`src/epdo_defs.svh`:
```
/*
  register offsets, field positions, reset values and timing counts of the divided
  encoder pulse output block. assumes a 20 MHz system clock.
*/
`ifndef EPDO_DEFS_SVH
`define EPDO_DEFS_SVH
`define EPDO_OFS_MON_SEL     16'h2540
`define EPDO_OFS_POLARITY    16'h2542
`define EPDO_OFS_ZWIDTH      16'h2543
`define EPDO_OFS_SRC_SEL     16'h2544
`define EPDO_OFS_OVS_LIMIT   16'h2545
`define EPDO_OFS_FAN_LEVEL   16'h2546
`define EPDO_OFS_CMP_EN      16'h2570
`define EPDO_OFS_CMP_MODE    16'h2571
`define EPDO_OFS_STATUS      16'h2580
`define EPDO_OFS_RESTART     16'h2581
`define EPDO_OFS_SPEED       16'h2582
`define EPDO_POL_Z_BIT       0
`define EPDO_POL_A_BIT       1
`define EPDO_POL_B_BIT       2
`define EPDO_MON_SEL_RST     20'h3C00C
`define EPDO_MON_SEL_MAX     20'hFFFFF
`define EPDO_ZWIDTH_MAX      16'h01F4
`define EPDO_SRC_MAX         16'h0004
`define EPDO_CLK_HZ          20000000
`define EPDO_US_NS           1000
`define EPDO_CLK_NS          50
`define EPDO_CYC_PER_US      ((`EPDO_US_NS + `EPDO_CLK_NS - 1) / `EPDO_CLK_NS)
`define EPDO_SPEED_WIN_MS    1
`define EPDO_SPEED_WIN_CYC   (`EPDO_CLK_HZ / 1000 * `EPDO_SPEED_WIN_MS)
`endif

```
`src/epdo_pkg.sv`:
```
/*
  types of the divided encoder pulse output block.
  assumes epdo_defs.svh supplies the numeric constants.
*/
package epdo_pkg;
  typedef enum logic [2:0] {
    EPDO_SRC_MOTOR = 3'h0,
    EPDO_SRC_EXT   = 3'h1,
    EPDO_SRC_RSVD  = 3'h2,
    EPDO_SRC_PULSE = 3'h3,
    EPDO_SRC_OFF   = 3'h4
  } epdo_src_t;
  typedef enum logic [1:0] {
    EPDO_Z_IDLE  = 2'h0,
    EPDO_Z_CYCLE = 2'h1,
    EPDO_Z_EXTRA = 2'h2
  } epdo_zst_t;
endpackage

```
`src/epdo_cfg_if.sv`:
```
/*
  latched configuration shared by the top and its epdo_zpulse sub-module.
  assumes one clock domain.
*/
`timescale 1ns/100ps
interface epdo_cfg_if;
  logic [2:0]        polarity;
  logic [15:0]       zwidth;
  epdo_pkg::epdo_src_t src;
  logic              cmp_en;
  modport ctrl (output polarity, output zwidth, output src, output cmp_en);
  modport user (input polarity, input zwidth, input src, input cmp_en);
endinterface

```
`src/epdo_speed.sv`:
```
/*
  external encoder speed meter and overspeed flag.
  assumes i_step is one pulse per count of the external encoder, same clock.
*/
`timescale 1ns/100ps
`include "epdo_defs.svh"
module epdo_speed #(
  parameter int WIN_CYC    = `EPDO_SPEED_WIN_CYC,
  parameter int COUNTS_REV = 4000
) (
  // clock and reset
  input  wire logic        i_clk,
  input  wire logic        i_reset_n,
  // encoder counts and limit
  input  wire logic        i_step,
  input  wire logic [15:0] i_limit_rpm,
  // results
  output logic [31:0]      o_rpm,
  output logic             o_over
);
  localparam int SCALE = 60 * 1000 / COUNTS_REV;
  logic [31:0] win_ff, nxt_win;
  logic [31:0] cnt_ff, nxt_cnt;
  logic [31:0] rpm_ff, nxt_rpm;
  logic        over_ff, nxt_over;

  always_comb begin
    nxt_win = win_ff + 32'h1;
    nxt_cnt = i_step ? cnt_ff + 32'h1 : cnt_ff;
    nxt_rpm = rpm_ff;
    if (win_ff == 32'(WIN_CYC - 1)) begin
      nxt_win = 32'h0;
      nxt_cnt = {31'h0, i_step};
      nxt_rpm = 32'(cnt_ff * 32'(SCALE));
    end
    nxt_over = (rpm_ff > {16'h0000, i_limit_rpm});
  end

  always_ff @(posedge i_clk or negedge i_reset_n) begin
    if (!i_reset_n) begin
      win_ff  <= 32'h0;
      cnt_ff  <= 32'h0;
      rpm_ff  <= 32'h0;
      over_ff <= 1'b0;
    end else begin
      win_ff  <= nxt_win;
      cnt_ff  <= nxt_cnt;
      rpm_ff  <= nxt_rpm;
      over_ff <= nxt_over;
    end
  end

  assign o_rpm  = rpm_ff;
  assign o_over = over_ff;

  property p_over_flag;
    @(posedge i_clk) disable iff (!i_reset_n)
    (rpm_ff > {16'h0000, i_limit_rpm}) |=> over_ff;
  endproperty
  a_over_flag: assert property (p_over_flag)
    else $error("overspeed not flagged");
  c_over: cover property (@(posedge i_clk) disable iff (!i_reset_n) $rose(over_ff));
endmodule

```
`src/epdo_top.sv`:
```
/*
  divided encoder pulse output: register file, source select, quadrature
  generation, polarity and index stretching.
  assumes pulse sources are pins; the register port master never waits.
*/
// Overview of operation
// monitor select holds index in upper digits, sub-index in lowest, up to FFFFF
// polarity bit 0 inverts Z, in divider and comparison use
// polarity bit 1 inverts A only when A is the comparison output
// polarity bit 2 inverts B only when B is the comparison output
// Z width zero gives a Z pulse of one A/B period
// Z width 1..500 adds that many microseconds to the A/B period
// source: motor, external, reserved, pulse pass-through without comparison, off
// external encoder speed above a threshold raises an overspeed flag
// polarity, Z width and source take effect only after a restart
// A/B quadrature follows source position steps, Z marks the source index
`timescale 1ns/100ps
`include "epdo_defs.svh"
module epdo_top #(
  parameter int CYC_PER_US = `EPDO_CYC_PER_US,
  parameter int WIN_CYC    = `EPDO_SPEED_WIN_CYC,
  parameter int COUNTS_REV = 4000
) (
  // clock and reset
  input  wire logic        I_SYS_CLK,
  input  wire logic        I_RESET_N,
  // register port
  input  wire logic [15:0] I_ADDR,
  input  wire logic [31:0] I_WDATA,
  input  wire logic        I_WR,
  input  wire logic        I_RD,
  output logic [31:0]      O_RDATA,
  // motor encoder pins
  input  wire logic        I_MOT_A,
  input  wire logic        I_MOT_B,
  input  wire logic        I_MOT_Z,
  // external encoder pins
  input  wire logic        I_EXT_A,
  input  wire logic        I_EXT_B,
  input  wire logic        I_EXT_Z,
  // pulse command pins
  input  wire logic        I_CMD_A,
  input  wire logic        I_CMD_B,
  // comparison pulses from the comparator
  input  wire logic        I_CMP_A,
  input  wire logic        I_CMP_B,
  // divided outputs and external overspeed flag
  output logic             O_DIV_A,
  output logic             O_DIV_B,
  output logic             O_DIV_Z,
  output logic             O_EXT_OVERSPEED
);
  epdo_cfg_if cfg ();

  // registers
  logic [19:0] mon_sel_ff, nxt_mon_sel;
  logic [2:0]  pol_ff, nxt_pol;
  logic [15:0] zw_ff, nxt_zw;
  logic [2:0]  src_ff, nxt_src;
  logic [15:0] ovs_ff, nxt_ovs;
  logic [15:0] fan_ff, nxt_fan;
  logic        cen_ff, nxt_cen;
  logic [1:0]  cmode_ff, nxt_cmode;
  logic [2:0]  apol_ff, nxt_apol;
  logic [15:0] azw_ff, nxt_azw;
  epdo_pkg::epdo_src_t asrc_ff, nxt_asrc;
  logic        pend_ff, nxt_pend;
  logic [31:0] rdata_ff, nxt_rdata;
  logic [31:0] rpm;
  logic        over;

  // three-stage pin synchronisers
  localparam int NPIN = 10;
  logic [NPIN-1:0] pin_raw;
  logic [NPIN-1:0] s1_ff, s2_ff, s3_ff;
  logic [NPIN-1:0] pin_ff, nxt_pin;
  assign pin_raw = {I_CMP_B, I_CMP_A, I_CMD_B, I_CMD_A, I_EXT_Z, I_EXT_B, I_EXT_A,
                    I_MOT_Z, I_MOT_B, I_MOT_A};

  genvar gi;
  generate
    for (gi = 0; gi < NPIN; gi++) begin : g_sync
      always_comb begin
        nxt_pin[gi] = (s2_ff[gi] == s3_ff[gi]) ? s3_ff[gi] : pin_ff[gi];
      end
      always_ff @(posedge I_SYS_CLK or negedge I_RESET_N) begin
        if (!I_RESET_N) begin
          s1_ff[gi]  <= 1'b0;
          s2_ff[gi]  <= 1'b0;
          s3_ff[gi]  <= 1'b0;
          pin_ff[gi] <= 1'b0;
        end else begin
          s1_ff[gi]  <= pin_raw[gi];
          s2_ff[gi]  <= s1_ff[gi];
          s3_ff[gi]  <= s2_ff[gi];
          pin_ff[gi] <= nxt_pin[gi];
        end
      end
    end
  endgenerate

  // register file
  always_comb begin
    nxt_mon_sel = mon_sel_ff;
    nxt_pol     = pol_ff;
    nxt_zw      = zw_ff;
    nxt_src     = src_ff;
    nxt_ovs     = ovs_ff;
    nxt_fan     = fan_ff;
    nxt_cen     = cen_ff;
    nxt_cmode   = cmode_ff;
    nxt_apol    = apol_ff;
    nxt_azw     = azw_ff;
    nxt_asrc    = asrc_ff;
    nxt_pend    = pend_ff;
    nxt_rdata   = 32'h0;
    if (I_WR) begin
      unique case (I_ADDR)
        `EPDO_OFS_MON_SEL: begin
          nxt_mon_sel = I_WDATA[19:0];
        end
        `EPDO_OFS_POLARITY: begin
          nxt_pol  = I_WDATA[2:0];
          nxt_pend = 1'b1;
        end
        `EPDO_OFS_ZWIDTH: begin
          nxt_zw   = (I_WDATA[15:0] > `EPDO_ZWIDTH_MAX) ? `EPDO_ZWIDTH_MAX : I_WDATA[15:0];
          nxt_pend = 1'b1;
        end
        `EPDO_OFS_SRC_SEL: begin
          if (I_WDATA[15:0] <= `EPDO_SRC_MAX) begin
            nxt_src  = I_WDATA[2:0];
            nxt_pend = 1'b1;
          end
        end
        `EPDO_OFS_OVS_LIMIT: nxt_ovs = I_WDATA[15:0];
        `EPDO_OFS_FAN_LEVEL: nxt_fan = I_WDATA[15:0];
        `EPDO_OFS_CMP_EN: nxt_cen = I_WDATA[0];
        `EPDO_OFS_CMP_MODE: nxt_cmode = I_WDATA[1:0];
        `EPDO_OFS_RESTART: begin
          if (I_WDATA[0]) begin
            nxt_apol = pol_ff;
            nxt_azw  = zw_ff;
            nxt_asrc = epdo_pkg::epdo_src_t'(src_ff);
            nxt_pend = 1'b0;
          end
        end
        default: ;
      endcase
    end
    if (I_RD) begin
      unique case (I_ADDR)
        `EPDO_OFS_MON_SEL: nxt_rdata = {12'h000, mon_sel_ff};
        `EPDO_OFS_POLARITY: nxt_rdata = {29'h0, pol_ff};
        `EPDO_OFS_ZWIDTH: nxt_rdata = {16'h0000, zw_ff};
        `EPDO_OFS_SRC_SEL: nxt_rdata = {29'h0, src_ff};
        `EPDO_OFS_OVS_LIMIT: nxt_rdata = {16'h0000, ovs_ff};
        `EPDO_OFS_FAN_LEVEL: nxt_rdata = {16'h0000, fan_ff};
        `EPDO_OFS_CMP_EN: nxt_rdata = {31'h0, cen_ff};
        `EPDO_OFS_CMP_MODE: nxt_rdata = {30'h0, cmode_ff};
        `EPDO_OFS_STATUS: nxt_rdata = {28'h0, pend_ff, asrc_ff == epdo_pkg::EPDO_SRC_OFF,
                                       over, cfg.cmp_en};
        `EPDO_OFS_SPEED: nxt_rdata = rpm;
        default: nxt_rdata = 32'h0;
      endcase
    end
  end

  always_ff @(posedge I_SYS_CLK or negedge I_RESET_N) begin
    if (!I_RESET_N) begin
      mon_sel_ff <= `EPDO_MON_SEL_RST;
      pol_ff     <= 3'h0;
      zw_ff      <= 16'h0000;
      src_ff     <= 3'h0;
      ovs_ff     <= 16'h0000;
      fan_ff     <= 16'h0000;
      cen_ff     <= 1'b0;
      cmode_ff   <= 2'h0;
      apol_ff    <= 3'h0;
      azw_ff     <= 16'h0000;
      asrc_ff    <= epdo_pkg::EPDO_SRC_MOTOR;
      pend_ff    <= 1'b0;
      rdata_ff   <= 32'h0;
    end else begin
      mon_sel_ff <= nxt_mon_sel;
      pol_ff     <= nxt_pol;
      zw_ff      <= nxt_zw;
      src_ff     <= nxt_src;
      ovs_ff     <= nxt_ovs;
      fan_ff     <= nxt_fan;
      cen_ff     <= nxt_cen;
      cmode_ff   <= nxt_cmode;
      apol_ff    <= nxt_apol;
      azw_ff     <= nxt_azw;
      asrc_ff    <= nxt_asrc;
      pend_ff    <= nxt_pend;
      rdata_ff   <= nxt_rdata;
    end
  end

  assign O_RDATA       = rdata_ff;
  assign cfg.polarity  = apol_ff;
  assign cfg.zwidth    = azw_ff;
  assign cfg.src       = asrc_ff;
  assign cfg.cmp_en    = cen_ff && (asrc_ff != epdo_pkg::EPDO_SRC_PULSE);

  // source select and quadrature regeneration
  logic [1:0] ab_ff, nxt_ab;
  logic       prv_z_ff, nxt_prv_z;
  logic       sa, sb, sz, sel_on;
  logic       index_ev, cycle_ev, ext_step;
  logic       z_pulse;
  logic       oa_ff, nxt_oa, ob_ff, nxt_ob, oz_ff, nxt_oz;
  logic       ext_prv_ff, nxt_ext_prv;

  always_comb begin
    sa     = 1'b0;
    sb     = 1'b0;
    sz     = 1'b0;
    sel_on = 1'b1;
    unique case (asrc_ff)
      epdo_pkg::EPDO_SRC_MOTOR: {sz, sb, sa} = pin_ff[2:0];
      epdo_pkg::EPDO_SRC_EXT: {sz, sb, sa} = pin_ff[5:3];
      epdo_pkg::EPDO_SRC_PULSE: {sb, sa} = pin_ff[7:6];
      default: sel_on = 1'b0;
    endcase
    nxt_ab    = sel_on ? {sb, sa} : ab_ff;
    nxt_prv_z = sz;
    index_ev  = sz && !prv_z_ff;
    // forward cycle ends when b falls with a low: {b,a} 10 -> 00
    cycle_ev  = (ab_ff == 2'b10) && (nxt_ab == 2'b00);
    nxt_ext_prv = pin_ff[3];
    ext_step  = pin_ff[3] != ext_prv_ff;
    if (cfg.cmp_en) begin
      nxt_oa = pin_ff[8] ^ apol_ff[`EPDO_POL_A_BIT];
      nxt_ob = pin_ff[9] ^ apol_ff[`EPDO_POL_B_BIT];
    end else begin
      nxt_oa = sel_on & ab_ff[0];
      nxt_ob = sel_on & ab_ff[1];
    end
    nxt_oz = sel_on ? (z_pulse ^ apol_ff[`EPDO_POL_Z_BIT]) : 1'b0;
  end

  always_ff @(posedge I_SYS_CLK or negedge I_RESET_N) begin
    if (!I_RESET_N) begin
      ab_ff      <= 2'b00;
      prv_z_ff   <= 1'b0;
      ext_prv_ff <= 1'b0;
      oa_ff      <= 1'b0;
      ob_ff      <= 1'b0;
      oz_ff      <= 1'b0;
    end else begin
      ab_ff      <= nxt_ab;
      prv_z_ff   <= nxt_prv_z;
      ext_prv_ff <= nxt_ext_prv;
      oa_ff      <= nxt_oa;
      ob_ff      <= nxt_ob;
      oz_ff      <= nxt_oz;
    end
  end

  assign O_DIV_A = oa_ff;
  assign O_DIV_B = ob_ff;
  assign O_DIV_Z = oz_ff;
  assign O_EXT_OVERSPEED = over;

  epdo_zpulse #(.CYC_PER_US(CYC_PER_US)) u_zpulse (
    .i_clk      (I_SYS_CLK),
    .i_reset_n  (I_RESET_N),
    .i_index    (index_ev),
    .i_ab_cycle (cycle_ev),
    .cfg        (cfg),
    .o_z        (z_pulse)
  );

  epdo_speed #(.WIN_CYC(WIN_CYC), .COUNTS_REV(COUNTS_REV)) u_speed (
    .i_clk       (I_SYS_CLK),
    .i_reset_n   (I_RESET_N),
    .i_step      (ext_step),
    .i_limit_rpm (ovs_ff),
    .o_rpm       (rpm),
    .o_over      (over)
  );

  property p_mon_sel_wr;
    @(posedge I_SYS_CLK) disable iff (!I_RESET_N)
    (I_WR && I_ADDR == `EPDO_OFS_MON_SEL) |=> mon_sel_ff == $past(I_WDATA[19:0]);
  endproperty
  a_mon_sel_wr: assert property (p_mon_sel_wr) else $error("monitor select not stored");
  property p_pol_z;
    @(posedge I_SYS_CLK) disable iff (!I_RESET_N)
    sel_on |=> oz_ff == ($past(z_pulse) ^ $past(apol_ff[0]));
  endproperty
  a_pol_z: assert property (p_pol_z) else $error("z polarity wrong");
  property p_pol_a;
    @(posedge I_SYS_CLK) disable iff (!I_RESET_N)
    cfg.cmp_en |=> oa_ff == ($past(pin_ff[8]) ^ $past(apol_ff[1]));
  endproperty
  a_pol_a: assert property (p_pol_a) else $error("a comparison polarity wrong");
  property p_pol_b;
    @(posedge I_SYS_CLK) disable iff (!I_RESET_N)
    !cfg.cmp_en |=> ob_ff == ($past(sel_on) & $past(ab_ff[1]));
  endproperty
  a_pol_b: assert property (p_pol_b) else $error("b polarity applied outside comparison");
  property p_src_off;
    @(posedge I_SYS_CLK) disable iff (!I_RESET_N)
    (asrc_ff == epdo_pkg::EPDO_SRC_OFF && !cen_ff) [*2] |-> !oa_ff && !ob_ff && !oz_ff;
  endproperty
  a_src_off: assert property (p_src_off) else $error("output active while disabled");
  property p_pulse_nocmp;
    @(posedge I_SYS_CLK) disable iff (!I_RESET_N)
    asrc_ff == epdo_pkg::EPDO_SRC_PULSE |-> !cfg.cmp_en;
  endproperty
  a_pulse_nocmp: assert property (p_pulse_nocmp) else $error("comparison in pass-through");
  property p_restart_only;
    @(posedge I_SYS_CLK) disable iff (!I_RESET_N)
    !(I_WR && I_ADDR == `EPDO_OFS_RESTART) |=> $stable(asrc_ff) && $stable(apol_ff);
  endproperty
  a_restart_only: assert property (p_restart_only) else $error("config changed early");
  property p_quad_follow;
    @(posedge I_SYS_CLK) disable iff (!I_RESET_N)
    (sel_on && !cfg.cmp_en) ##1 !cfg.cmp_en |-> oa_ff == $past(ab_ff[0]);
  endproperty
  a_quad_follow: assert property (p_quad_follow) else $error("a does not follow source");
  c_restart: cover property (@(posedge I_SYS_CLK) disable iff (!I_RESET_N) $fell(pend_ff));
  c_index: cover property (@(posedge I_SYS_CLK) disable iff (!I_RESET_N) index_ev);
  c_cmp: cover property (@(posedge I_SYS_CLK) disable iff (!I_RESET_N) $rose(cfg.cmp_en));
endmodule

```
`src/epdo_zpulse.sv`:
```
/*
  index pulse stretcher: one a/b period plus an optional width in microseconds.
  assumes i_index and i_ab_cycle are single-cycle pulses on the same clock.
*/
`timescale 1ns/100ps
`include "epdo_defs.svh"
module epdo_zpulse #(
  parameter int CYC_PER_US = `EPDO_CYC_PER_US
) (
  // clock and reset
  input  wire logic i_clk,
  input  wire logic i_reset_n,
  // events
  input  wire logic i_index,
  input  wire logic i_ab_cycle,
  // configuration
  epdo_cfg_if.user  cfg,
  // index pulse
  output logic      o_z
);
  epdo_pkg::epdo_zst_t st_ff, nxt_st;
  logic [15:0] us_ff, nxt_us;
  logic [7:0]  cyc_ff, nxt_cyc;
  logic        z_ff, nxt_z;

  always_comb begin
    nxt_st  = st_ff;
    nxt_us  = us_ff;
    nxt_cyc = cyc_ff;
    unique case (st_ff)
      epdo_pkg::EPDO_Z_IDLE: begin
        if (i_index) begin
          nxt_st = epdo_pkg::EPDO_Z_CYCLE;
        end
      end
      epdo_pkg::EPDO_Z_CYCLE: begin
        if (i_ab_cycle) begin
          if (cfg.zwidth == 16'h0000) begin
            nxt_st = epdo_pkg::EPDO_Z_IDLE;
          end else begin
            nxt_st  = epdo_pkg::EPDO_Z_EXTRA;
            nxt_us  = cfg.zwidth;
            nxt_cyc = 8'(CYC_PER_US - 1);
          end
        end
      end
      epdo_pkg::EPDO_Z_EXTRA: begin
        if (cyc_ff != 8'h00) begin
          nxt_cyc = cyc_ff - 8'h01;
        end else if (us_ff == 16'h0001) begin
          nxt_st = epdo_pkg::EPDO_Z_IDLE;
        end else begin
          nxt_us  = us_ff - 16'h0001;
          nxt_cyc = 8'(CYC_PER_US - 1);
        end
      end
      default: nxt_st = epdo_pkg::EPDO_Z_IDLE;
    endcase
    nxt_z = (nxt_st != epdo_pkg::EPDO_Z_IDLE);
  end

  always_ff @(posedge i_clk or negedge i_reset_n) begin
    if (!i_reset_n) begin
      st_ff  <= epdo_pkg::EPDO_Z_IDLE;
      us_ff  <= 16'h0000;
      cyc_ff <= 8'h00;
      z_ff   <= 1'b0;
    end else begin
      st_ff  <= nxt_st;
      us_ff  <= nxt_us;
      cyc_ff <= nxt_cyc;
      z_ff   <= nxt_z;
    end
  end

  assign o_z = z_ff;

  property p_z_rise_on_index;
    @(posedge i_clk) disable iff (!i_reset_n)
    (st_ff == epdo_pkg::EPDO_Z_IDLE && i_index) |=> z_ff;
  endproperty
  a_z_rise_on_index: assert property (p_z_rise_on_index)
    else $error("z did not rise on index");
  property p_z_zero_width;
    @(posedge i_clk) disable iff (!i_reset_n)
    (st_ff == epdo_pkg::EPDO_Z_CYCLE && i_ab_cycle && cfg.zwidth == 16'h0000) |=> !z_ff;
  endproperty
  a_z_zero_width: assert property (p_z_zero_width)
    else $error("z not ended after one a/b period");
  // the stretch loads the full width and one microsecond of cycles
  property p_z_stretch;
    @(posedge i_clk) disable iff (!i_reset_n)
    (st_ff == epdo_pkg::EPDO_Z_CYCLE && i_ab_cycle && cfg.zwidth != 16'h0000)
    |=> z_ff && us_ff == $past(cfg.zwidth) && cyc_ff == 8'(CYC_PER_US - 1);
  endproperty
  a_z_stretch: assert property (p_z_stretch)
    else $error("z stretch not started");
  property p_z_stretch_end;
    @(posedge i_clk) disable iff (!i_reset_n)
    (st_ff == epdo_pkg::EPDO_Z_EXTRA && cyc_ff == 8'h00 && us_ff == 16'h0001) |=> !z_ff;
  endproperty
  a_z_stretch_end: assert property (p_z_stretch_end)
    else $error("z stretch did not end");
  c_z_extra: cover property (@(posedge i_clk) disable iff (!i_reset_n)
    st_ff == epdo_pkg::EPDO_Z_EXTRA ##1 st_ff == epdo_pkg::EPDO_Z_IDLE);
endmodule

```
`config.mk`:
```
export PLATFORM = sky130hd
export DESIGN_NAME = epdo_top
export DESIGN_NICKNAME = d
export VERILOG_FILES = /design/src/epdo_pkg.sv /design/src/epdo_cfg_if.sv /design/src/epdo_speed.sv /design/src/epdo_top.sv /design/src/epdo_zpulse.sv
export VERILOG_INCLUDE_DIRS = /design/src
export SDC_FILE = /design/constraint.sdc
export NUM_CORES = 1
export LEC_CHECK = 0
export ABC_AREA = 1
export BUFFER_PORTS_ARGS = -buffer_cell sky130_fd_sc_hd__buf_4
export CORE_ASPECT_RATIO = 2
export CORE_MARGIN = 3
export CORE_UTILIZATION = 25
export DETAILED_ROUTE_END_ITERATION = 6
export GPL_TIMING_DRIVEN = 0
export MAX_ROUTING_LAYER = met4
export PLACE_DENSITY = 0.48
export SYNTH_ARGS = -nofsm -noshare
export SYNTH_HDL_FRONTEND = slang
export SYNTH_HIERARCHICAL = 1
export SYNTH_SLANG_ARGS = --single-unit
```
`constraint.sdc`:
```
create_clock -name I_SYS_CLK -period 2.96 [get_ports I_SYS_CLK]
set_clock_uncertainty 0.05 [all_clocks]
set_input_delay 0.148 -clock I_SYS_CLK [delete_from_list [all_inputs] [get_ports I_SYS_CLK]]
set_output_delay 0.148 -clock I_SYS_CLK [all_outputs]
set_load 0.02 [all_outputs]
```
==> impl_metrics.py, run 1 <==
metrics = {
    "synth": {
        "synth_top_area_share_pct": 39.8,
        "ys_seq_elements": 303,
        "synth.area.top_cells": "dfrtp_1, nand2_1, inv_1",
        "ys_seq_area_share_pct": 40.6,
        "synth-edff-count": 0,
        "syn-num-nets": 2573,
        "yosys.area.top_type": "dfrtp_1",
        "avgSynthCellArea_um2": 7.87,
        "synth_cell_types": 55,
        "syn_area_um2": 18700,
        "synthCells": 2374,
        "synth.most_common_cell": "nand2_1",
        "ys_async_sr_fraction_pct": 100,
        "yosys_warnings": 6,
        "ys.flop_type": "dfrtp_1",
        "yosys-top-cells-count": "nand2_1, inv_1, dfrtp_1",
    },
    "setup_path": {
        "crit_path_start_kind": "flop",
        "critPathKind": "flop to flop",
        "r2r-start": "u_speed/cnt_ff[20]$_DFFE_PN0P_",
        "cpMaxStageDelayCell": "fa_1",
        "critPathLaunch": "u_speed/cnt_ff[20]$_DFFE_PN0P_",
        "cpPeakStageDelay_ns": 0.50,
        "path_cells": "clkinvlp_4 > buf_6 > fa_2 > fa_1 > inv_2 > ha_4 > nand2_4 > nor2_4 > nand2_2 > nor3_2 > nand2_2 > nand2_1 > nand2_1 > nand3_2 > nand2_1",
        "critPathRequiredTime_ns": 3.41,
        "cp.arrival_ns": 3.44,
        "end_kind": "flop",
        "cp_max_fo": 4,
        "cp_common_cell": "nand2_1",
    },
    "pwr": {
        "powerDensity_nw_per_um2": 554,
        "power_frac_clock_pct": 31.4,
        "sw_frac_of_total_pct": 33.8,
        "p_comb_share_pct": 36.1,
        "finalPower_mw": 13.3,
        "p_leak_nw": 12.0,
        "ir_drop_mv": 0.539,
        "power_switching_mw": 4.51,
        "internal_power_mw": 8.83,
        "seq_power_share_pct": 32.5,
    },
    "clock_network": {
        "clock-sinks": 303,
        "clock_latency_ns": 0.61,
        "cts_tree": "done",
        "numCtsBuffers": 31,
        "clock_path_buffers": 3,
        "clk_pin_slew_ns": 0.07,
        "cts-root-buf": "clkbuf_16",
        "htree_levels": 1,
    },
    "finish": {
        "fin_util_pct": 32.6,
        "final_nets": 2814,
        "syn_to_final_growth_pct": 28.9,
        "stdcell_area_um2": 24100,
        "drive_above_1_share_pct": 24.7,
    },
    "routing": {
        "first_pass_iters": 5,
        "vias": 15900,
        "drc": 0,
        "viasPerCell": 4.47,
        "drt_iter0_drc": 608,
        "drt-wirelength-per-cell_um": 17.3,
        "wirelength_um": 61900,
        "antenna_left": 0,
    },
    "sta": {
        "hold_violations": 0,
        "setup_slack_ns": -0.0328,
        "finalCritPeriodShare_pct": 101,
        "period_needed_ns": 2.99,
        "fmax_mhz": 334,
        "drv_slew": 0,
        "setup_viol": 4,
        "tightestPinTransition_ns": 1.00,
        "slew_headroom_pct": 32.7,
        "tns_ns": -0.0720,
        "rsz0062_at_grt": "true",
    },
    "placed_design": {
        "dp_hpwl_um": 49200,
        "numPortBuffers": 85,
        "pre_cts_ws_ns": -0.647,
        "postPlaceCellArea_um2": 20600,
        "place.gp.congestion": 0.913,
    },
    "die": {
        "ioPinCount": 98,
        "die-area_um2": 78300,
        "fp-row-count": 141,
        "die_y_um": 393,
        "core_region_area_um2": 73900,
        "start_util_pct": 25.3,
        "die_w_um": 199,
    },
    "global_routing": {
        "antenna_found_initial": 2,
        "grt_pass1_wl_um": 95400,
        "grt_max_degree": 106,
        "grt_use_total_pct": 16.4,
        "overflow": 0,
        "grt_pass1_vias": 17100,
    },
    "job": {
        "cap_violations": 0,
    },
    "worst_hold_path": {
        "min_path_type": "primary input to asynchronous set/reset pin",
    },
    "run_status": {
        "violations": "negative setup slack",
        "outcome": "finished, violations left",
    },
}
## registers in the layout (all words and copies together), names as in the netlist, 2 cells and up
signal and flops:
u_speed/cnt_ff 32, ovs_ff 16, u_zpulse/us_ff 16, fan_ff 16, apol_ff 3, cmode_ff 2
s1_ff 10, pin_ff 9, u_zpulse/cyc_ff 8, asrc_ff 3, azw_ff 16, u_zpulse/st_ff 2
mon_sel_ff 20, u_speed/o_rpm 32, pol_ff 3, src_ff 3, s2_ff 10, ab_ff 2
O_RDATA 32, u_speed/win_ff 32, zw_ff 16, s3_ff 10
## stage by stage
stage | hold slack [ns] | instances
2_1_floorplan | -0.198 | 2374
3_3_place_gp | 0.209 | 3388
3_5_place_dp | 0.0221 | 3391
4_1_cts | 0.0466 | 3539
5_1_grt | 0.0845 | 3568
6_report | 0.0617 | 3568
## critical path: cells and delay by family, from the launching register on
| family | cells | cell delay [ns] |
|---|---|---|
| fa+ha+maj | 3 | 1.21 |
| flops | 1 | 0.39 |
| buf+inv | 3 | 0.39 |
| simple gates | 9 | 0.85 |
## cell usage in the layout, fill, tap and decap left out, drive strengths merged, types with 2 or more instances in the layout
cell / n
xnor2: 17
inv: 379
or2: 9
maj3: 10
dfrtp: 297
clkbuf: 37
and2: 3
a22oi: 6
dlygate4sd3: 33
nand3b: 6
nand4: 51
nor2: 237
bufinv: 4
clkinv: 11
a21oi: 51
diode: 2
nand3: 151
buf: 214
nand2: 710
nor4: 10
o21ai: 140
xor2: 42
a31oi: 2
fa: 57
ha: 80
nor3: 49
o21a: 5
clkinvlp: 10
o21bai: 4
dfstp: 6
## final timing paths
kind	end	slack, ns	depth (start not counted)
setup / recovery	u_speed/o_rpm[29]$_DFFE_PN0N_	-0.03	15
hold / removal	O_RDATA[15]$_DFF_PN0_	0.06	3
setup reg to reg	u_speed/o_rpm[29]$_DFFE_PN0N_	-0.03	15
hold reg to reg	s2_ff[6]$_DFF_PN0_	0.29	0
max in group asynchronous	u_speed/cnt_ff[10]$_DFFE_PN0P_	1.93	4
min in group I_SYS_CLK	cen_ff$_DFFE_PN0P_	0.06	5
## power by group through the flow
stage / logic, mW / registers (mW) / clock network, mW
floorplan: 1.96 / 4.41 / 0
global placement: 2.72 / 4.43 / 0
detailed placement: 2.76 / 4.42 / 0
CTS: 3.90 / 4.34 / 4.34
global route: 5.25 / 4.35 / 4.46
finish: 4.82 / 4.34 / 4.18
## timing repair
item | CTS | global route
hold buffers | 34 | 0
gates resized for setup | 246 | 138
hold endpoints to repair | 298 | 0
endpoints found under the setup margin | 25 | 43
setup buffers | 59 | 28
pin swaps | 58 | 72
## kinds of logic (layout without fill, tap and decap cells)
family                     count (synthesis)  count (layout)  synth area share (%)
and+or+nand+nor                         1228            1228                  28.9
buffers and inverters                    425             688                  9.28
DFF                                      303             303                  40.6
AOI/OAI and AO/OA                        212             212                  6.43
adders and majority gates                147             147                  12.0
xor gates and xnor gates                  59              59                  2.76
other                                      0               2                     0
## routing by layer
metal / part of all wire [%] / GRT usage (%) / vias to the layer above
met5: 0 / - / -
met4: 6.7 / 9.34 / 0
met3: 2.4 / 1.41 / 157
met2: 60 / 34.1 / 247
met1: 31 / 13.5 / 7627
li1: - / - / 7906
## area by class of cell
cell class / instances / area, um2
inverters: 383 / 1500
fillers: 7832 / 49800
diodes: 2 / 5.00
well taps: 929 / 1160
plain buffers: 42 / 293
flip-flops and latches: 303 / 7610
clock buffers: 34 / 807
clock inverters: 21 / 245
repair buffers: 208 / 1770
multi-input cells: 1646 / 10700
Power figures use the tool's default switching activity.
==> run 2: changes to the inputs <==
Settings changed: CTS_BUF_LIST set to sky130_fd_sc_hd__clkbuf_16.
==> run 2 against run 1 <==
  * The flow still finishes with violations (negative setup slack)
  * Global-route usage about the same
  * Setup slack better by 0.0064 ns
  * Utilization about the same
  * Cell count unchanged
  * Via count about the same
  * Clock power down 1%
  * Final area about the same
  * Die area unchanged
==> impl_metrics.py, run 2 (synthesis results as in run 1) <==
metrics = {
    "run_status": {
        "outcome": "finished, violations left",
        "violations": "negative setup slack",
    },
    "die": {
        "die_y_um": 393,
        "ioPinCount": 98,
        "fp-row-count": 141,
        "core_region_area_um2": 73900,
        "start_util_pct": 25.3,
        "die-area_um2": 78300,
        "die_w_um": 199,
    },
    "global_routing": {
        "grt_max_degree": 106,
        "grt_pass1_vias": 17100,
        "grt_use_total_pct": 16.4,
        "overflow": 0,
        "antenna_found_initial": 2,
        "grt_pass1_wl_um": 95400,
    },
    "clock_network": {
        "clock_latency_ns": 0.61,
        "clock_path_buffers": 3,
        "htree_levels": 1,
        "cts_tree": "done",
        "cts-root-buf": "clkbuf_16",
        "numCtsBuffers": 31,
        "clk_pin_slew_ns": 0.07,
        "clock-sinks": 303,
    },
    "routing": {
        "antenna_left": 0,
        "vias": 16000,
        "drt_iter0_drc": 636,
        "drc": 0,
        "viasPerCell": 4.47,
        "wirelength_um": 62000,
        "first_pass_iters": 5,
        "drt-wirelength-per-cell_um": 17.4,
    },
    "pwr": {
        "sw_frac_of_total_pct": 33.9,
        "p_comb_share_pct": 36.2,
        "internal_power_mw": 8.77,
        "power_switching_mw": 4.50,
        "p_leak_nw": 12.0,
        "seq_power_share_pct": 32.7,
        "power_frac_clock_pct": 31.1,
        "powerDensity_nw_per_um2": 551,
        "ir_drop_mv": 0.538,
    },
    "placed_design": {
        "postPlaceCellArea_um2": 20600,
        "dp.cells": 3391,
        "numPortBuffers": 85,
        "place.gp.congestion": 0.913,
        "dp_hpwl_um": 49200,
        "pre_cts_ws_ns": -0.647,
    },
    "finish": {
        "syn_to_final_growth_pct": 28.8,
        "fillers": 7837,
        "drive_above_1_share_pct": 24.6,
        "final_cell_mix": "nand2_1, inv_1, dfrtp_1",
        "fin_util_pct": 32.6,
        "layout_commonest_cell": "nand2_1",
        "final_cells": 3568,
        "stdcell_area_um2": 24100,
        "final_nets": 2814,
    },
    "setup_path": {
        "cp_max_fo": 5,
        "end_kind": "flop",
        "critPathRequiredTime_ns": 3.45,
        "crit_path_start_kind": "flop",
        "cp.arrival_ns": 3.48,
        "critPathKind": "flop to flop",
    },
    "sta": {
        "setup_viol": 4,
        "drv_slew": 0,
        "period_needed_ns": 2.99,
        "hold_violations": 0,
        "tightestPinTransition_ns": 1.08,
        "setup_slack_ns": -0.0264,
        "finalCritPeriodShare_pct": 101,
        "fmax_mhz": 335,
        "slew_headroom_pct": 27.6,
        "rsz0062_at_grt": "true",
    },
    "worst_hold_path": {
        "min_path_type": "primary input to asynchronous set/reset pin",
    },
    "job": {
        "cap_violations": 0,
    },
}
run 2: changes by cell type in the layout (fill, tap and decap cells not counted):
cell	before	now
inv_1	317	318
clkbuf_1	4	3
clkinv_1	2	4
clkbuf_8	2	0
run 2: metrics by stage:
| step | power (mW) | hold slack [ns] | TNS, ns |
|---|---|---|---|
| 2_1_floorplan | 6.36 | -0.198 | 0 |
| 3_3_place_gp | 7.14 | 0.209 | -417.89 |
| 3_5_place_dp | 7.19 | 0.0221 | -10.94 |
| 4_1_cts | 12.5 | 0.0481 | -0.338 |
| 5_1_grt | 14.0 | 0.0842 | -1.94 |
| 6_report | 13.3 | 0.0620 | -0.0656 |
run 2: final timing paths:
check,slack (ns),endpoint,depth (start not counted),start
max,-0.03,u_speed/o_rpm[19]$_DFFE_PN0N_,13,u_speed/cnt_ff[4]$_DFFE_PN0P_
min,0.06,O_RDATA[15]$_DFF_PN0_,3,I_RESET_N
max reg2reg,-0.03,u_speed/o_rpm[19]$_DFFE_PN0N_,13,u_speed/cnt_ff[4]$_DFFE_PN0P_
min reg2reg,0.29,s2_ff[6]$_DFF_PN0_,0,s1_ff[6]$_DFF_PN0_
max in group asynchronous,1.93,u_speed/cnt_ff[10]$_DFFE_PN0P_,4,I_RESET_N
min in group I_SYS_CLK,0.07,cen_ff$_DFFE_PN0P_,5,I_ADDR[7]
run 2: routing by layer:
layer | vias up | GRT usage (%) | part of all wire [%]
li1 | 7911 | - | -
met1 | 7622 | 13.5 | 31
met2 | 260 | 34.1 | 60
met3 | 159 | 1.41 | 2.4
met4 | 0 | 9.34 | 6.7
met5 | - | - | 0
run 2: layout make-up:
type / instances / area [um2] / area share, %
Antenna cell: 2 / 5.00 / 0.0208
Buffer: 42 / 293 / 1.22
Clock buffer: 31 / 776 / 3.22
Clock inverter: 24 / 256 / 1.07
Inverter: 383 / 1500 / 6.23
Multi-Input combinational cell: 1646 / 10700 / 44.5
Sequential cell: 303 / 7610 / 31.6
Tap cell: 929 / 1160 / 4.83
Timing Repair Buffer: 208 / 1770 / 7.34
run 2: power by group through the flow:
stage / clock [mW] / sequential, mW / combinational [mW]
after floorplan: 0 / 4.41 / 1.96
after detailed placement: 0 / 4.42 / 2.76
after global placement: 0 / 4.43 / 2.72
final: 4.13 / 4.34 / 4.81
after CTS: 4.29 / 4.34 / 3.90
after global routing: 4.41 / 4.35 / 5.25
run 2: worst max-delay path: stages, from the launching register on:
cell and delay [ns]:
dfrtp_1 0.39, inv_4 0.07, fa_1 0.51, fa_1 0.58, inv_2 0.05, ha_4 0.33, nand2_4 0.10, nor2_2 0.13
nand3_1 0.13, nand3_4 0.14, nand3_2 0.09, nand3b_1 0.11, nand3_2 0.16, nand2_1 0.09
run 2: timing repair:
item / CTS / global route
hold endpoints to repair: 298 / 0
setup endpoints to repair: 25 / 42
setup buffers: 59 / 28
gates resized for setup: 246 / 138
pin swaps: 58 / 72
hold buffers: 34 / 0
==> run 3: changes to the inputs <==
Settings changed: GPL_TIMING_DRIVEN 0 to unset.
==> run 3 against run 2 <==
  * The run still ends with negative setup slack left
  * Register-to-register slack lost 0.05 ns
  * Clock power fell by 5%
  * Sequential power about the same
  * Utilization shrank 0.066 points
  * Total power is 6.1% lower
  * Via count is 0.43% lower
  * Maximum frequency is 1.6% lower
  * Combinational power decreased by 12%
  * Non-clock buffer count is 51 higher
  * Largest power group is now registers
==> impl_metrics.py, run 3 (synthesis results as in run 1) <==
metrics = {
    "routing": {
        "drc": 0,
        "wirelength_um": 56900,
        "drt_iter0_drc": 642,
        "first_pass_iters": 5,
        "drt-wirelength-per-cell_um": 15.7,
        "vias": 15900,
        "viasPerCell": 4.39,
        "antenna_left": 0,
    },
    "pwr": {
        "seq_power_share_pct": 34.6,
        "p_comb_share_pct": 33.8,
        "powerDensity_nw_per_um2": 519,
        "power_switching_mw": 4.11,
        "finalPower_mw": 12.5,
        "ir_drop_mv": 0.568,
        "power_frac_clock_pct": 31.6,
        "p_leak_nw": 12.1,
        "sw_frac_of_total_pct": 32.9,
        "internal_power_mw": 8.36,
    },
    "global_routing": {
        "grt_pass1_wl_um": 89600,
        "overflow": 0,
        "grt_max_degree": 75,
        "grt_use_total_pct": 15.0,
        "antenna_found_initial": 0,
        "grt_pass1_vias": 16700,
    },
    "setup_path": {
        "cpMaxStageDelayCell": "fa_1",
        "cp_max_fo": 4,
        "cp.arrival_ns": 3.46,
        "cp_common_cell": "buf_6",
        "end_kind": "flop",
        "cpPeakStageDelay_ns": 0.56,
        "critPathRequiredTime_ns": 3.39,
        "crit_buf_inv": 7,
        "r2r_slack_ns": -0.07,
        "path_cells": "inv_2 > buf_6 > fa_1 > fa_1 > inv_2 > ha_4 > buf_6 > nand2_8 > inv_4 > a21oi_4 > buf_6 > o21bai_4 > buf_6 > nor2_4 > nand2_1 > nand2_1 > o21ai_1",
        "cp_top_family": "adder cells",
        "critPathKind": "flop to flop",
        "crit_path_start_kind": "flop",
    },
    "finish": {
        "syn_to_final_growth_pct": 28.5,
        "final_cell_mix": "nand2_1, inv_1, dfrtp_1",
        "fillers": 7805,
        "final_nets": 2865,
        "antenna-diode-count": 0,
        "fin_util_pct": 32.5,
        "layout_commonest_cell": "nand2_1",
        "drive_above_1_share_pct": 23.2,
        "final_cells": 3619,
        "stdcell_area_um2": 24000,
    },
    "placed_design": {
        "numPortBuffers": 85,
        "dp_hpwl_um": 44800,
        "pre_cts_ws_ns": -0.284,
        "place.gp.congestion": 0.939,
        "postPlaceCellArea_um2": 21300,
        "dp.cells": 3493,
    },
    "sta": {
        "slew_headroom_pct": 48.3,
        "drv_slew": 0,
        "fmax_mhz": 330,
        "setup_slack_ns": -0.0740,
        "finalCritPeriodShare_pct": 102,
        "period_needed_ns": 3.03,
        "setup_viol": 6,
        "rsz0062_at_grt": "true",
        "hold_violations": 0,
        "tightestPinTransition_ns": 0.769,
    },
    "die": {
        "fp-row-count": 141,
        "die-area_um2": 78300,
        "die_w_um": 199,
        "die_y_um": 393,
        "core_region_area_um2": 73900,
        "ioPinCount": 98,
        "start_util_pct": 25.3,
    },
    "clock_network": {
        "clk_pin_slew_ns": 0.06,
        "htree_levels": 1,
        "cts_tree": "done",
        "clock_latency_ns": 0.59,
        "clock_path_buffers": 3,
        "clock-sinks": 303,
        "numCtsBuffers": 31,
        "cts-root-buf": "clkbuf_16",
    },
    "worst_hold_path": {
        "min_path_type": "primary input to flop",
    },
    "run_status": {
        "outcome": "finished, violations left",
        "violations": "negative setup slack",
    },
    "job": {
        "cap_violations": 0,
    },
}
==> run 3: changes by cell type in the layout (fill, tap and decap cells not counted), sizes merged <==
cell         delta
bufinv          -1
clkbuf          -3
clkinvlp        -6
buf            +50
inv             +9
dlygate4sd3     +4
diode           -2
==> run 3: what timing repair did <==
| item | in CTS | in global routing |
|---|---|---|
| hold buffers | 37 | 0 |
| gates resized for setup | 120 | 151 |
| setup endpoints to repair | 24 | 24 |
| hold endpoints to repair | 152 | 0 |
| pin swaps | 25 | 66 |
| setup buffers | 15 | 18 |
==> run 3: power by group through the flow <==
stage	clock, mW	combinational (mW)	sequential [mW]
global route	4.24	4.65	4.33
floorplan	0	1.96	4.41
CTS	4.12	3.83	4.31
finish	3.94	4.21	4.31
global placement	0	3.44	4.39
detailed placement	0	3.44	4.39
==> run 3: layout make-up <==
type | count | area (um2) | share of cell area (%)
Timing Repair Buffer | 301 | 2460 | 10.2
Multi-Input combinational cell | 1646 | 10400 | 43.2
Tap cell | 929 | 1160 | 4.84
Inverter | 383 | 1450 | 6.02
Clock inverter | 26 | 208 | 0.864
Clock buffer | 31 | 776 | 3.23
Sequential cell | 303 | 7590 | 31.6
==> run 3: per-layer routing <==
metal  up-vias  GRT usage (%)  wire length, um  part of all wire [%]
met5         -              -                0                     0
met4         0           7.05             2970                   5.2
met3       131           1.05             1210                   2.1
met2       232           30.8            33800                    59
met1      7517           13.6            19000                    33
li1       8003              -                -                     -
==> run 3: final timing paths <==
kind                                                 end                          start  depth (start not counted)
max                        u_speed/o_rpm[16]$_DFFE_PN0N_  u_speed/cnt_ff[8]$_DFFE_PN0P_                         17
min                                   cen_ff$_DFFE_PN0P_                      I_ADDR[7]                          5
max reg2reg                u_speed/o_rpm[16]$_DFFE_PN0N_  u_speed/cnt_ff[8]$_DFFE_PN0P_                         17
min reg2reg                           s2_ff[5]$_DFF_PN0_             s1_ff[5]$_DFF_PN0_                          0
max in group asynchronous      mon_sel_ff[2]$_DFFE_PN1P_                      I_RESET_N                          3
min in group asynchronous          O_RDATA[13]$_DFF_PN0_                      I_RESET_N                          2
==> run 3: worst reg2reg max path, stage by stage, from the launching register on <==
cell and delay (ns):
dfrtp_1 0.36, inv_2 0.06, buf_6 0.11, fa_1 0.47, fa_1 0.56, inv_2 0.05, ha_4 0.26, buf_6 0.13
nand2_8 0.08, inv_4 0.04, a21oi_4 0.19, buf_6 0.13, o21bai_4 0.08, buf_6 0.12, nor2_4 0.08, nand2_1 0.06
nand2_1 0.05, o21ai_1 0.05
==> run 3: per-stage QoR <==
stage	hold slack, ns	TNS [ns]
2_1_floorplan	-0.198	0
3_3_place_gp	0.151	-3.78
3_5_place_dp	0.149	-4.03
4_1_cts	0.0221	-0.00117
5_1_grt	0.102	-2.26
6_report	0.0422	-0.158
